<file path="src/design/tcu_defines.svh">
`ifndef TCU_DEFINES_SVH
`define TCU_DEFINES_SVH
// Functional notes
// - count zero is bottom, all ones is max.
// - top is max or the compare value, chosen by waveform mode.
// - tick from prescaled bus clock, or oscillator input when async select set.
// - clock select zero stops the counter entirely.
// - software may read and write the count at any time.
// - software count write beats clear, increment and decrement.
// - each tick clears, increments or decrements per waveform mode.
// - overflow flag set per mode and may raise an interrupt.
// - comparator runs continuously; match flag set on the following tick.
// - compare flag interrupts when enabled; cleared by service or write-one.
// - compare value double buffered in pwm modes only.
// - buffered compare value loads only at top or bottom; the code loads it at max in both pwm modes.
// - compare writes reach buffer when buffered, working register otherwise.
// - force strobe in non-pwm modes acts on output only.
// - count write blocks compare match on the next tick, even stopped.
// - compare output keeps its state across mode changes.
// - compare output action is not buffered, applies immediately.
// - all requests visible in flag register, each maskable.
// - count and compare value are eight bits.
// - counter unit raises top at max and bottom at zero.
// - mode 0 counts up, wraps, overflow set as count becomes zero.
// - mode 2 clears on compare match; mode 3 single-slope to max.

// ----------------------------------------------------------------
// register byte offsets
// ----------------------------------------------------------------
`define TCU_ADDR_CTRL    8'h00
`define TCU_ADDR_COUNT   8'h04
`define TCU_ADDR_CMP     8'h08
`define TCU_ADDR_FLAG    8'h0c
`define TCU_ADDR_MASK    8'h10
`define TCU_ADDR_ASYNC   8'h14
`define TCU_ADDR_SERVICE 8'h18

// ----------------------------------------------------------------
// control, flag and async register fields
// ----------------------------------------------------------------
`define TCU_CTRL_CS_LSB  0
`define TCU_CTRL_WGM_LSB 3
`define TCU_CTRL_COM_LSB 5
`define TCU_CTRL_FOC_BIT 7
`define TCU_FLAG_OVF_BIT 0
`define TCU_FLAG_CMP_BIT 1
`define TCU_ASYNC_AS_BIT 0

`define TCU_BOTTOM       8'h00
`define TCU_MAX          8'hff
`define TCU_RESET_BYTE   8'h00
`endif

</file>
<file path="src/design/tcu_pkg.sv">
package tcu_pkg;
   typedef enum logic [1:0] {
      WGM_NORMAL,
      WGM_PHASE_PWM,
      WGM_CTC,
      WGM_FAST_PWM
   } tcu_wgm_type;

   typedef struct packed {
      logic [7:0] adr;
      logic       we;
      logic [3:0] sel;
      logic [31:0] dat;
      logic       cyc;
      logic       stb;
   } tcu_wb_req_type;

   typedef struct packed {
      logic        ack;
      logic [31:0] dat;
   } tcu_wb_rsp_type;
endpackage : tcu_pkg

</file>
<file path="src/design/tcu_timer.sv">
`timescale 1ns/1ps
`include "tcu_defines.svh"
module tcu_timer (
   input  wire logic                    clk_i,
   input  wire logic                    rst_i,
   input  wire tcu_pkg::tcu_wb_req_type wb_req_i,
   output tcu_pkg::tcu_wb_rsp_type      wb_rsp_o,
   input  wire logic                    osc_in_pin_i,
   output logic                         compare_output_o,
   output logic                         irq_compare_o,
   output logic                         irq_overflow_o
);
   import tcu_pkg::*;

   // ----------------------------------------------------------------
   // register state
   // ----------------------------------------------------------------
   logic [2:0]  clock_select_field_q;
   tcu_wgm_type waveform_mode_field_q;
   logic [1:0]  compare_output_action_q;
   logic        async_clock_select_q;
   logic [7:0]  timer_count_q;
   logic [7:0]  compare_value_q;
   logic [7:0]  compare_buffer_q;
   logic        overflow_flag_q;
   logic        compare_match_flag_q;
   logic        overflow_irq_enable_q;
   logic        compare_irq_enable_q;
   logic        block_q;
   logic        down_q;
   logic        compare_output_q;
   logic        match_pend_q;

   logic [31:0] rd_data;
   logic        wr;
   logic        rd;
   logic [7:0]  wdat;
   logic        timer_tick;
   logic        wr_ctrl;
   logic        wr_count;
   logic        wr_cmp;
   logic        wr_flag;
   logic        wr_mask;
   logic        wr_async;
   logic        wr_service;
   logic        pwm;
   logic        buffered;
   logic        at_top;
   logic        at_bottom;
   logic        match;
   logic        force_cmp;
   logic [7:0]  count_d;
   logic        down_d;
   logic        ovf_set;

   assign wdat = wb_req_i.dat[7:0];

   tcu_wb_regs u_regs (
      .clk_i     (clk_i),
      .rst_i     (rst_i),
      .req_i     (wb_req_i),
      .rsp_o     (wb_rsp_o),
      .rd_data_i (rd_data),
      .wr_o      (wr),
      .rd_o      (rd)
   );

   tcu_tick_gen u_tick (
      .clk_i                (clk_i),
      .rst_i                (rst_i),
      .clock_select_field_i (clock_select_field_q),
      .async_clock_select_i (async_clock_select_q),
      .osc_in_pin_i         (osc_in_pin_i),
      .timer_tick_o         (timer_tick)
   );

   // ----------------------------------------------------------------
   // write decode
   // ----------------------------------------------------------------
   assign wr_ctrl    = wr & (wb_req_i.adr == `TCU_ADDR_CTRL);
   assign wr_count   = wr & (wb_req_i.adr == `TCU_ADDR_COUNT);
   assign wr_cmp     = wr & (wb_req_i.adr == `TCU_ADDR_CMP);
   assign wr_flag    = wr & (wb_req_i.adr == `TCU_ADDR_FLAG);
   assign wr_mask    = wr & (wb_req_i.adr == `TCU_ADDR_MASK);
   assign wr_async   = wr & (wb_req_i.adr == `TCU_ADDR_ASYNC);
   assign wr_service = wr & (wb_req_i.adr == `TCU_ADDR_SERVICE);

   // ----------------------------------------------------------------
   // mode decode and counter status
   // ----------------------------------------------------------------
   assign pwm       = (waveform_mode_field_q == WGM_PHASE_PWM) | (waveform_mode_field_q == WGM_FAST_PWM);
   assign buffered  = pwm;
   assign at_bottom = (timer_count_q == `TCU_BOTTOM);
   assign at_top    = (timer_count_q == `TCU_MAX);
   assign match     = (timer_count_q == compare_value_q);
   assign force_cmp = wr_ctrl & wdat[`TCU_CTRL_FOC_BIT] & ~pwm;

   // ----------------------------------------------------------------
   // counting sequence
   // ----------------------------------------------------------------
   always_comb begin
      count_d = timer_count_q;
      down_d  = down_q;
      ovf_set = 1'b0;
      unique case (waveform_mode_field_q)
         WGM_NORMAL: begin
            count_d = timer_count_q + 8'h01;
            ovf_set = at_top;
         end
         WGM_CTC: begin
            // top is the compare value here
            count_d = match ? `TCU_BOTTOM : timer_count_q + 8'h01;
            ovf_set = at_top;
         end
         WGM_FAST_PWM: begin
            count_d = at_top ? `TCU_BOTTOM : timer_count_q + 8'h01;
            ovf_set = at_top;
         end
         WGM_PHASE_PWM: begin
            if (down_q) begin
               count_d = timer_count_q - 8'h01;
               if (timer_count_q == 8'h01) begin
                  down_d = 1'b0;
               end
               // flag in the tick that brings the count to bottom
               ovf_set = (timer_count_q == 8'h01);
            end else begin
               count_d = timer_count_q + 8'h01;
               if (timer_count_q == 8'hfe) begin
                  down_d = 1'b1;
               end
            end
            if (at_top) begin
               count_d = 8'hfe;
               down_d  = 1'b1;
            end
         end
      endcase
   end

   always_ff @(posedge clk_i) begin
      if (rst_i) begin
         timer_count_q <= `TCU_RESET_BYTE;
      end else if (wr_count) begin
         timer_count_q <= wdat;
      end else if (timer_tick) begin
         timer_count_q <= count_d;
      end
   end

   always_ff @(posedge clk_i) begin
      if (rst_i) begin
         down_q <= 1'b0;
      end else if (waveform_mode_field_q != WGM_PHASE_PWM) begin
         down_q <= 1'b0;
      end else if (timer_tick & ~wr_count) begin
         down_q <= down_d;
      end
   end

   // ----------------------------------------------------------------
   // match blocking and flag timing
   // ----------------------------------------------------------------
   always_ff @(posedge clk_i) begin
      if (rst_i) begin
         block_q <= 1'b0;
      end else if (wr_count) begin
         block_q <= 1'b1;
      end else if (timer_tick) begin
         block_q <= 1'b0;
      end
   end

   // a match seen on one tick sets the flag on the next
   always_ff @(posedge clk_i) begin
      if (rst_i) begin
         match_pend_q <= 1'b0;
      end else if (timer_tick) begin
         match_pend_q <= match & ~block_q & ~wr_count;
      end
   end

   // ----------------------------------------------------------------
   // control registers
   // ----------------------------------------------------------------
   always_ff @(posedge clk_i) begin
      if (rst_i) begin
         clock_select_field_q    <= 3'h0;
         waveform_mode_field_q   <= WGM_NORMAL;
         compare_output_action_q <= 2'h0;
      end else if (wr_ctrl) begin
         clock_select_field_q    <= wdat[`TCU_CTRL_CS_LSB +: 3];
         waveform_mode_field_q   <= tcu_wgm_type'(wdat[`TCU_CTRL_WGM_LSB +: 2]);
         compare_output_action_q <= wdat[`TCU_CTRL_COM_LSB +: 2];
      end
   end

   always_ff @(posedge clk_i) begin
      if (rst_i) begin
         async_clock_select_q <= 1'b0;
      end else if (wr_async) begin
         async_clock_select_q <= wdat[`TCU_ASYNC_AS_BIT];
      end
   end

   always_ff @(posedge clk_i) begin
      if (rst_i) begin
         overflow_irq_enable_q <= 1'b0;
         compare_irq_enable_q  <= 1'b0;
      end else if (wr_mask) begin
         overflow_irq_enable_q <= wdat[`TCU_FLAG_OVF_BIT];
         compare_irq_enable_q  <= wdat[`TCU_FLAG_CMP_BIT];
      end
   end

   // ----------------------------------------------------------------
   // compare value and buffer
   // ----------------------------------------------------------------
   always_ff @(posedge clk_i) begin
      if (rst_i) begin
         compare_buffer_q <= `TCU_RESET_BYTE;
      end else if (wr_cmp) begin
         compare_buffer_q <= wdat;
      end
   end

   // fast pwm and phase pwm both load at max
   always_ff @(posedge clk_i) begin
      if (rst_i) begin
         compare_value_q <= `TCU_RESET_BYTE;
      end else if (~buffered) begin
         if (wr_cmp) begin
            compare_value_q <= wdat;
         end
      end else if (timer_tick & ~wr_count) begin
         if ((waveform_mode_field_q == WGM_FAST_PWM) ? at_top : at_top) begin
            compare_value_q <= compare_buffer_q;
         end
      end
   end

   // ----------------------------------------------------------------
   // flags; hardware set wins over software clear
   // ----------------------------------------------------------------
   always_ff @(posedge clk_i) begin
      if (rst_i) begin
         overflow_flag_q <= 1'b0;
      end else if (timer_tick & ~wr_count & ovf_set) begin
         overflow_flag_q <= 1'b1;
      end else if ((wr_flag | wr_service) & wdat[`TCU_FLAG_OVF_BIT]) begin
         overflow_flag_q <= 1'b0;
      end
   end

   always_ff @(posedge clk_i) begin
      if (rst_i) begin
         compare_match_flag_q <= 1'b0;
      end else if (timer_tick & match_pend_q) begin
         compare_match_flag_q <= 1'b1;
      end else if ((wr_flag | wr_service) & wdat[`TCU_FLAG_CMP_BIT]) begin
         compare_match_flag_q <= 1'b0;
      end
   end

   // ----------------------------------------------------------------
   // compare output waveform
   // ----------------------------------------------------------------
   // state is never reset on a mode change, only by the action field
   always_ff @(posedge clk_i) begin
      if (rst_i) begin
         compare_output_q <= 1'b0;
      end else if (force_cmp) begin
         // action written together with the strobe applies at once
         unique case (wdat[`TCU_CTRL_COM_LSB +: 2])
            2'h1:    compare_output_q <= ~compare_output_q;
            2'h2:    compare_output_q <= 1'b0;
            2'h3:    compare_output_q <= 1'b1;
            default: compare_output_q <= compare_output_q;
         endcase
      end else if (timer_tick & ~wr_count) begin
         if (~pwm & match & ~block_q) begin
            unique case (compare_output_action_q)
               2'h1:    compare_output_q <= ~compare_output_q;
               2'h2:    compare_output_q <= 1'b0;
               2'h3:    compare_output_q <= 1'b1;
               default: compare_output_q <= compare_output_q;
            endcase
         end else if (pwm & compare_output_action_q[1]) begin
            if (match & ~block_q) begin
               compare_output_q <= (waveform_mode_field_q == WGM_FAST_PWM) ?
                                   compare_output_action_q[0] : (compare_output_action_q[0] ^ down_q);
            end else if ((waveform_mode_field_q == WGM_FAST_PWM) & at_top) begin
               compare_output_q <= ~compare_output_action_q[0];
            end
         end
      end
   end

   // ----------------------------------------------------------------
   // read mux and outputs
   // ----------------------------------------------------------------
   always_comb begin
      rd_data = 32'h0000_0000;
      unique case (wb_req_i.adr)
         `TCU_ADDR_CTRL:  rd_data[7:0] = {1'b0, compare_output_action_q, waveform_mode_field_q,
                                          clock_select_field_q};
         `TCU_ADDR_COUNT: rd_data[7:0] = timer_count_q;
         `TCU_ADDR_CMP:   rd_data[7:0] = buffered ? compare_buffer_q : compare_value_q;
         `TCU_ADDR_FLAG:  rd_data[1:0] = {compare_match_flag_q, overflow_flag_q};
         `TCU_ADDR_MASK:  rd_data[1:0] = {compare_irq_enable_q, overflow_irq_enable_q};
         `TCU_ADDR_ASYNC: rd_data[0]   = async_clock_select_q;
         default:         rd_data      = 32'h0000_0000;
      endcase
   end

   assign compare_output_o = compare_output_q;
   assign irq_compare_o    = compare_match_flag_q & compare_irq_enable_q;
   assign irq_overflow_o   = overflow_flag_q & overflow_irq_enable_q;
endmodule : tcu_timer

</file>
<file path="src/design/tcu_tick_gen.sv">
`timescale 1ns/1ps
`include "tcu_defines.svh"
module tcu_tick_gen (
   input  wire logic       clk_i,
   input  wire logic       rst_i,
   input  wire logic [2:0] clock_select_field_i,
   input  wire logic       async_clock_select_i,
   input  wire logic       osc_in_pin_i,
   output logic            timer_tick_o
);
   import tcu_pkg::*;
   logic [9:0] pre_q;
   logic       osc_q;
   logic       tap;
   logic       int_tick;
   logic       osc_rise;

   always_ff @(posedge clk_i) begin
      if (rst_i) begin
         pre_q <= 10'h000;
      end else if (int_tick) begin
         // in async mode the prescaler counts oscillator edges, not bus clocks
         pre_q <= pre_q + 10'h001;
      end
   end

   // oscillator input already synchronous; edge sampled once
   always_ff @(posedge clk_i) begin
      if (rst_i) begin
         osc_q <= 1'b0;
      end else begin
         osc_q <= osc_in_pin_i;
      end
   end
   assign osc_rise = osc_in_pin_i & ~osc_q;

   always_comb begin
      unique case (clock_select_field_i)
         3'h1:    tap = 1'b1;
         3'h2:    tap = (pre_q[2:0] == 3'h7);
         3'h3:    tap = (pre_q[4:0] == 5'h1f);
         3'h4:    tap = (pre_q[5:0] == 6'h3f);
         3'h5:    tap = (pre_q[6:0] == 7'h7f);
         3'h6:    tap = (pre_q[7:0] == 8'hff);
         3'h7:    tap = (pre_q == 10'h3ff);
         default: tap = 1'b0;
      endcase
   end

   // prescaler acts on oscillator edges in async mode
   assign int_tick = async_clock_select_i ? osc_rise : 1'b1;
   assign timer_tick_o = int_tick & tap & (clock_select_field_i != 3'h0);
endmodule : tcu_tick_gen

</file>
<file path="src/design/tcu_wb_regs.sv">
`timescale 1ns/1ps
`include "tcu_defines.svh"
module tcu_wb_regs (
   input  wire logic               clk_i,
   input  wire logic               rst_i,
   input  wire tcu_pkg::tcu_wb_req_type req_i,
   output tcu_pkg::tcu_wb_rsp_type rsp_o,
   input  wire logic [31:0]        rd_data_i,
   output logic                    wr_o,
   output logic                    rd_o
);
   import tcu_pkg::*;
   logic ack_q;
   logic req;
   assign req = req_i.cyc & req_i.stb & ~ack_q;
   assign wr_o = req & req_i.we & req_i.sel[0];
   assign rd_o = req & ~req_i.we;

   always_ff @(posedge clk_i) begin
      if (rst_i) begin
         ack_q <= 1'b0;
      end else begin
         ack_q <= req;
      end
   end

   always_ff @(posedge clk_i) begin
      if (rst_i) begin
         rsp_o.dat <= 32'h0000_0000;
      end else if (rd_o) begin
         rsp_o.dat <= rd_data_i;
      end
   end
   assign rsp_o.ack = ack_q;
endmodule : tcu_wb_regs

</file>
<file path="config.mk">
export PLATFORM = sky130hd
export DESIGN_NAME = tcu_timer
export DESIGN_NICKNAME = d
export VERILOG_FILES = /design/src/design/tcu_pkg.sv /design/src/design/tcu_timer.sv /design/src/design/tcu_tick_gen.sv /design/src/design/tcu_wb_regs.sv
export VERILOG_INCLUDE_DIRS = /design/src /design/src/design
export SDC_FILE = /design/constraint.sdc
export NUM_CORES = 1
export LEC_CHECK = 0
export ABC_AREA = 0
export BUFFER_PORTS_ARGS = -buffer_cell sky130_fd_sc_hd__buf_2
export CORE_MARGIN = 2
export CORE_UTILIZATION = 44
export CTS_BUF_LIST = sky130_fd_sc_hd__clkbuf_16
export DETAILED_ROUTE_END_ITERATION = 6
export GPL_TIMING_DRIVEN = 0
export PLACE_DENSITY = 0.7
export SLEW_MARGIN = 5
export SYNTH_ARGS = -nofsm -noshare
export SYNTH_HDL_FRONTEND = slang
export SYNTH_SLANG_ARGS = --single-unit
</file>
<file path="constraint.sdc">
create_clock -name clk_i -period 2.4 [get_ports clk_i]
set_input_delay 0.36 -clock clk_i [delete_from_list [all_inputs] [get_ports clk_i]]
set_output_delay 0.36 -clock clk_i [all_outputs]
set_load 0.02 [all_outputs]
</file>
==> flow_metrics.env, run 1 <==
export IMPL_die_w_um=96.2
export IMPL_maxCapViolations=0
export IMPL_num_antenna_cells=0
export IMPL_critical_path_cell_chain="buf_2 -> or4_4 -> nor4_4 -> nand2_2 -> o31ai_4 -> buf_6 -> nor2_1 -> a211oi_1"
export IMPL_dieHeight_um=96.2
export IMPL_via_per_inst=5.71
export IMPL_wl_um=11100
export IMPL_finalCriticalPeriod_ns=2.31
export IMPL_p_leak_nw=1.75
export IMPL_synth_top_area_share_pct=32.1
export IMPL_hold_class="in2reg"
export IMPL_yosys_area_share_adder_pct=2.68
export IMPL_clk_pin_slew_ns=0.05
export IMPL_yosysWarningCount=0
export IMPL_powerDensity_nw_per_um2=569
export IMPL_cts_htree_levels=3
export IMPL_dieArea_um2=9250
export IMPL_status="complete, no violations"
export IMPL_synthCells=458
export IMPL_cts_hold_buffers_added=0
export IMPL_clock_path_buffers=2
export IMPL_synthMuxAreaShare_pct=8.56
export IMPL_synth_cell_type_count=63
export IMPL_setup_viol=0
export IMPL_wire_per_inst_um=17.4
export IMPL_drcViolationCount=0
export IMPL_initial_core_util_pct=45.5
export IMPL_cts_tree="done"
export IMPL_cp_slowest_cell="nor4_4"
export IMPL_grt_pass1_wl_um=17300
export IMPL_clock_latency_ns=0.33
export IMPL_place_port_buffers=31
export IMPL_drtPass1Iterations=7
export IMPL_hold_viol=0
export IMPL_finClkSkew_ns=0.00621
export IMPL_grt_pass1_vias=3434
export IMPL_max_freq_ghz=0.433
export IMPL_synth_xor_area_share_pct=5.39
export IMPL_worst_pin_slew_ns=0.941
export IMPL_r2r_slack_ns=0.10
export IMPL_slew_headroom_pct=36.9
export IMPL_drive_gt1_share_pct=21.7
export IMPL_critical_path_class="in2reg"
export IMPL_synth_compound_area_share_pct=18.2
export IMPL_fin_nets=587
export IMPL_cp_start_kind="input port"
export IMPL_synth_top_family_by_area="simple AND/OR/NAND/NOR gates"
export IMPL_synthTopCellsByArea="dfxtp_1, mux2i_1, nor2_1, buf_4, nand2_1"
export IMPL_synth_edf_count=0
export IMPL_async_reset_ff_share_pct=0
export IMPL_cts_buffers=9
export IMPL_antenna_found_initial=0
export IMPL_worstPathRequired_ns=2.64
export IMPL_synth_seq_cells=60
export IMPL_synth_top_cells_by_count="nor2_1, dfxtp_1, mux2i_1, nand2_1, buf_4"
export IMPL_io_pins=86
export IMPL_yosysTopAreaCell="dfxtp_1"
export IMPL_grt_max_degree=11
export IMPL_synth_simple_area_share_pct=23.5
export IMPL_place_hpwl_um=7540
export IMPL_gr_total_overflow=0
export IMPL_ant_nets=0
export IMPL_grt_usage_pct=24.4
export IMPL_area_growth_pct=24.5
export IMPL_ir_drop_v=0.000430
export IMPL_yosysMostFrequentCell="nor2_1"
export IMPL_yosysSeqAreaShare_pct=32.1
export IMPL_syn_avg_cell_area_um2=8.17
export IMPL_synth_flop_cell="dfxtp_1"
export IMPL_syn_area_um2=3740
export IMPL_fin_tns_setup_ns=0
export IMPL_row_count=33
export IMPL_cts_sinks=60
export IMPL_via_count=3648
export IMPL_cp_arrival_ns=2.54
export IMPL_drv_slew=0
export IMPL_cp_max_fo=9
export IMPL_fin_crit_sh_pct=96.1
export IMPL_cts_root_buf="clkbuf_16"
export IMPL_slowest_delay_ns=0.73
export IMPL_gp_congestion=0.897
export IMPL_worst_hold_slack_ns=0.275
export IMPL_end_kind="register"
export IMPL_drtIter0Drc=316
export IMPL_core_area_um2=8220
[layout make-up]
type	instances	area, um^2
Fill cell	731	3560
Multi-Input combinational cell	356	2390
Sequential cell	60	1200
Buffer	49	302
Timing Repair Buffer	43	256
Clock buffer	9	225
Tap cell	105	131
Clock inverter	7	105
Inverter	10	37.5
[cells in the final DEF (no fill, tap or decap), types with 6 or more instances in the layout]
cell	netlist	routed
a211oi_1	9	8
a21oi_1	22	22
a22oi_1	13	13
and2_1	6	6
buf_2	4	35
buf_4	26	34
clkbuf_1	20	12
clkbuf_16	0	9
conb_1	1	24
dfxtp_1	60	58
ha_1	8	7
inv_1	10	10
mux2i_1	32	32
nand2_1	32	30
nand3_1	15	15
nand4_1	6	6
nor2_1	62	60
nor3_1	8	8
o21ai_0	14	14
o21ai_1	7	7
xnor2_1	12	12
xor2_1	11	11
[metrics by stage]
step	instance area [um^2]	power, mW	util (%)	setup WS (ns)	instances
after floorplan	3830	1.15	-	0.0336	481
after global placement	4110	1.20	50.1	-0.327	617
after detailed placement	4110	1.20	50.1	-0.434	617
after CTS	4560	2.65	55.5	0.0188	637
after global routing	4660	2.72	56.7	-0.0129	639
final	4660	2.65	56.7	0.0928	639
[sequential cells by signal, summed over array words and instances, names as in the netlist, 2 cells and up]
signal                   count
compare_output_action_q      2
u_regs.rsp_o                 8
compare_value_q              8
timer_count_q                8
waveform_mode_field_q        2
compare_buffer_q             8
u_tick.pre_q                10
clock_select_field_q         3
[report_power, final]
group          switching, mW  internal, mW  total (mW)
logic                  0.115        0.0641       0.179
clock network          0.460         0.999        1.46
registers            0.00613          1.00        1.01
total                  0.581          2.07        2.65
[repair_timing]
action / CTS / global route
resized for setup: 12 / 19
pin swaps: 4 / 7
endpoints found under the setup margin: 17 / 20
setup buffers: 8 / 4
hold endpoints to repair: 0 / 0
[worst paths after layout]
path | start | end | cells after the start
hold / removal | osc_in_pin_i | u_tick.osc_q$_SDFF_PP0_ | 3
setup / recovery | wb_req_i[44] | compare_value_q[4]$_SDFFE_PP0P_ | 8
hold reg to reg | u_regs.rsp_o[0]$_SDFFE_PP0P_ | u_regs.rsp_o[0]$_SDFFE_PP0P_ | 2
setup reg to reg | timer_count_q[5]$_SDFFE_PP0P_ | compare_value_q[4]$_SDFFE_PP0P_ | 7
[critical path: cells and delay by family]
family                 cells  cell delay (ns)
AOI/OAI and AO/OA          2             0.34
buffers and inverters      2             0.29
and+or+nand+nor            4             1.55
[layer usage]
metal  up-vias  GRT usage (%)  share of wire [%]
met1      1695           32.3                 43
li1       1738              -                  -
met3        28           5.40                8.8
met4         0           8.33                2.3
met5         -              0                  0
met2       187           39.2                 46
[kinds of logic (layout without fill, tap and decap cells)]
group | count (synthesis) | count (layout)
AOI/OAI and AO/OA | 99 | 99
xor gates and xnor gates | 23 | 23
adders and majority gates | 8 | 8
buffers and inverters | 65 | 118
DFF | 60 | 60
muxes | 32 | 32
other | 1 | 24
and+or+nand+nor | 170 | 170
(Power assumes the default switching activity.)
==> inputs of run 2 (changes only) <==
Settings changed: CELL_PAD_IN_SITES_DETAIL_PLACEMENT from default to 0, CELL_PAD_IN_SITES_GLOBAL_PLACEMENT from default to 1, CORE_UTILIZATION 44 to 36, PLACE_DENSITY 0.7 to default, PLACE_DENSITY_LB_ADDON from default to 0.1, REMOVE_ABC_BUFFERS from default to 1.
==> flow_metrics.env, run 2 (synthesis gave the netlist of run 1 again) <==
export IMPL_status="complete, no violations"
export IMPL_setup_viol=0
export IMPL_fin_tns_setup_ns=0
export IMPL_slowest_delay_ns=0.40
export IMPL_grt_max_degree=64
export IMPL_instances_no_fill=628
export IMPL_final_cell_mix="nor2_1, dfxtp_1, buf_2, mux2i_1, nand2_1"
export IMPL_slew_headroom_pct=17.3
export IMPL_finalPower_mw=2.43
export IMPL_via_count=3341
export IMPL_largest_register="u_tick.pre_q"
export IMPL_num_antenna_cells=0
export IMPL_r2r_slack_ns=0.03
export IMPL_clk_pin_slew_ns=0.06
export IMPL_row_count=37
export IMPL_final_common_cell="nor2_1"
export IMPL_drtIter0Drc=221
export IMPL_cts_tree="done"
export IMPL_cts_buffers=9
export IMPL_critPathMostFrequentCell="ha_4"
export IMPL_drive_gt1_share_pct=20.5
export IMPL_drcViolationCount=0
export IMPL_core_area_um2=10200
export IMPL_critical_path_cell_chain="ha_4 -> and3_4 -> ha_4 -> inv_2 -> a311oi_4 -> o221ai_4 -> o31ai_4 -> buf_4 -> clkbuf_16 -> a211oi_1"
export IMPL_io_pins=86
export IMPL_clock_latency_ns=0.33
export IMPL_die_w_um=106
export IMPL_hold_class="in2reg"
export IMPL_rsz0062_at_grt="true"
export IMPL_end_kind="register"
export IMPL_ir_drop_v=0.000264
export IMPL_powerDensity_nw_per_um2=549
export IMPL_largest_reg_flops=10
export IMPL_finalCriticalPeriod_ns=2.37
export IMPL_hold_viol=0
export IMPL_cts_sinks=60
export IMPL_place_port_buffers=34
export IMPL_initial_core_util_pct=36.7
export IMPL_ant_nets=0
export IMPL_wl_um=10400
export IMPL_via_per_inst=5.32
export IMPL_fin_nets=545
export IMPL_gr_total_overflow=0
export IMPL_dp_cells=596
export IMPL_cts_htree_levels=3
export IMPL_setup_slack_ns=0.0332
export IMPL_clock_path_buffers=2
export IMPL_area_growth_pct=18.5
export IMPL_max_freq_ghz=0.423
export IMPL_antenna_found_initial=0
export IMPL_maxCapViolations=0
export IMPL_grt_usage_pct=18.8
export IMPL_place_hpwl_um=6950
export IMPL_cp_start_kind="register"
export IMPL_gp_congestion=0.830
export IMPL_wire_per_inst_um=16.6
export IMPL_cp_max_fo=8
export IMPL_fin_crit_sh_pct=98.6
export IMPL_grt_pass1_vias=3225
export IMPL_finClkSkew_ns=0.00837
export IMPL_cp_slowest_cell="o31ai_4"
export IMPL_drv_slew=0
export IMPL_grt_pass1_wl_um=16700
export IMPL_worst_pin_slew_ns=1.24
export IMPL_dp_slack_ns=-0.758
export IMPL_drtPass1Iterations=4
export IMPL_critical_path_class="reg2reg"
export IMPL_dieArea_um2=11200
export IMPL_cts_root_buf="clkbuf_16"
export IMPL_cp_arrival_ns=2.52
export IMPL_p_leak_nw=1.58
export IMPL_dieHeight_um=106
export IMPL_worstPathRequired_ns=2.55
-- run 2: cell types whose count changed in the layout (fill, tap and decap cells not counted), sizes merged --
| cell | delta |
|---|---|
| clkinvlp | +1 |
| clkbuf | -14 |
| buf | -28 |
| inv | +1 |
| bufinv | -2 |
-- run 2: worst max-delay path, delay by kind of cell (launching register included) --
kind | cells | cell delay [ns]
AOI/OAI and AO/OA | 4 | 1.00
adders and majority gates | 2 | 0.27
buffers and inverters | 3 | 0.36
DFF | 1 | 0.36
and+or+nand+nor | 1 | 0.19
-- run 2: per-layer routing --
layer	wire (um)	up-vias	GRT usage (%)	share of wire, %
met5	0	-	0	0
li1	-	1666	-	-
met3	414	6	3.99	4.0
met1	5060	1589	25.7	48
met2	4900	80	29.9	47
met4	61	0	6.02	0.58
-- run 2: timing repair --
action	CTS	global route
cloned	0	1
resized for setup	11	20
setup buffers	6	9
endpoints found under the setup margin	18	19
hold buffers	0	0
pin swaps	3	7
-- run 2: path summary, 6_finish.rpt --
kind / startpoint / endpoint / cells after the start
worst max-delay path: u_tick.pre_q[1]$_SDFFE_PP0P_ / compare_value_q[6]$_SDFFE_PP0P_ / 10
worst min-delay path: osc_in_pin_i / u_tick.osc_q$_SDFF_PP0_ / 3
worst max register to register: u_tick.pre_q[1]$_SDFFE_PP0P_ / compare_value_q[6]$_SDFFE_PP0P_ / 10
worst min register to register: u_regs.rsp_o[0]$_SDFFE_PP0P_ / u_regs.rsp_o[0]$_SDFFE_PP0P_ / 2
-- run 2: stage by stage --
step	util (%)	hold slack (ns)	instance area (um^2)
CTS	41.8	0.266	4250
global placement	37.8	0.443	3850
finish	43.5	0.266	4430
global route	43.5	0.283	4430
detailed placement	37.8	0.449	3850
floorplan	-	0.427	3510
-- run 2: power by group --
part           switching (mW)  total, mW  leakage, nW  internal [mW]
sequential            0.00627       1.01        0.487           1.00
combinational           0.103      0.139        0.948         0.0356
clock                   0.484       1.28        0.147          0.799
-- run 2: cell type report --
cell class	count	area, um^2
fill	1055	5750
multi-input combinational	356	2400
sequential	60	1210
timing repair buffer	50	320
clock buffer	9	225
tap	136	170
clock inverter	7	68.8
inverter	10	37.5
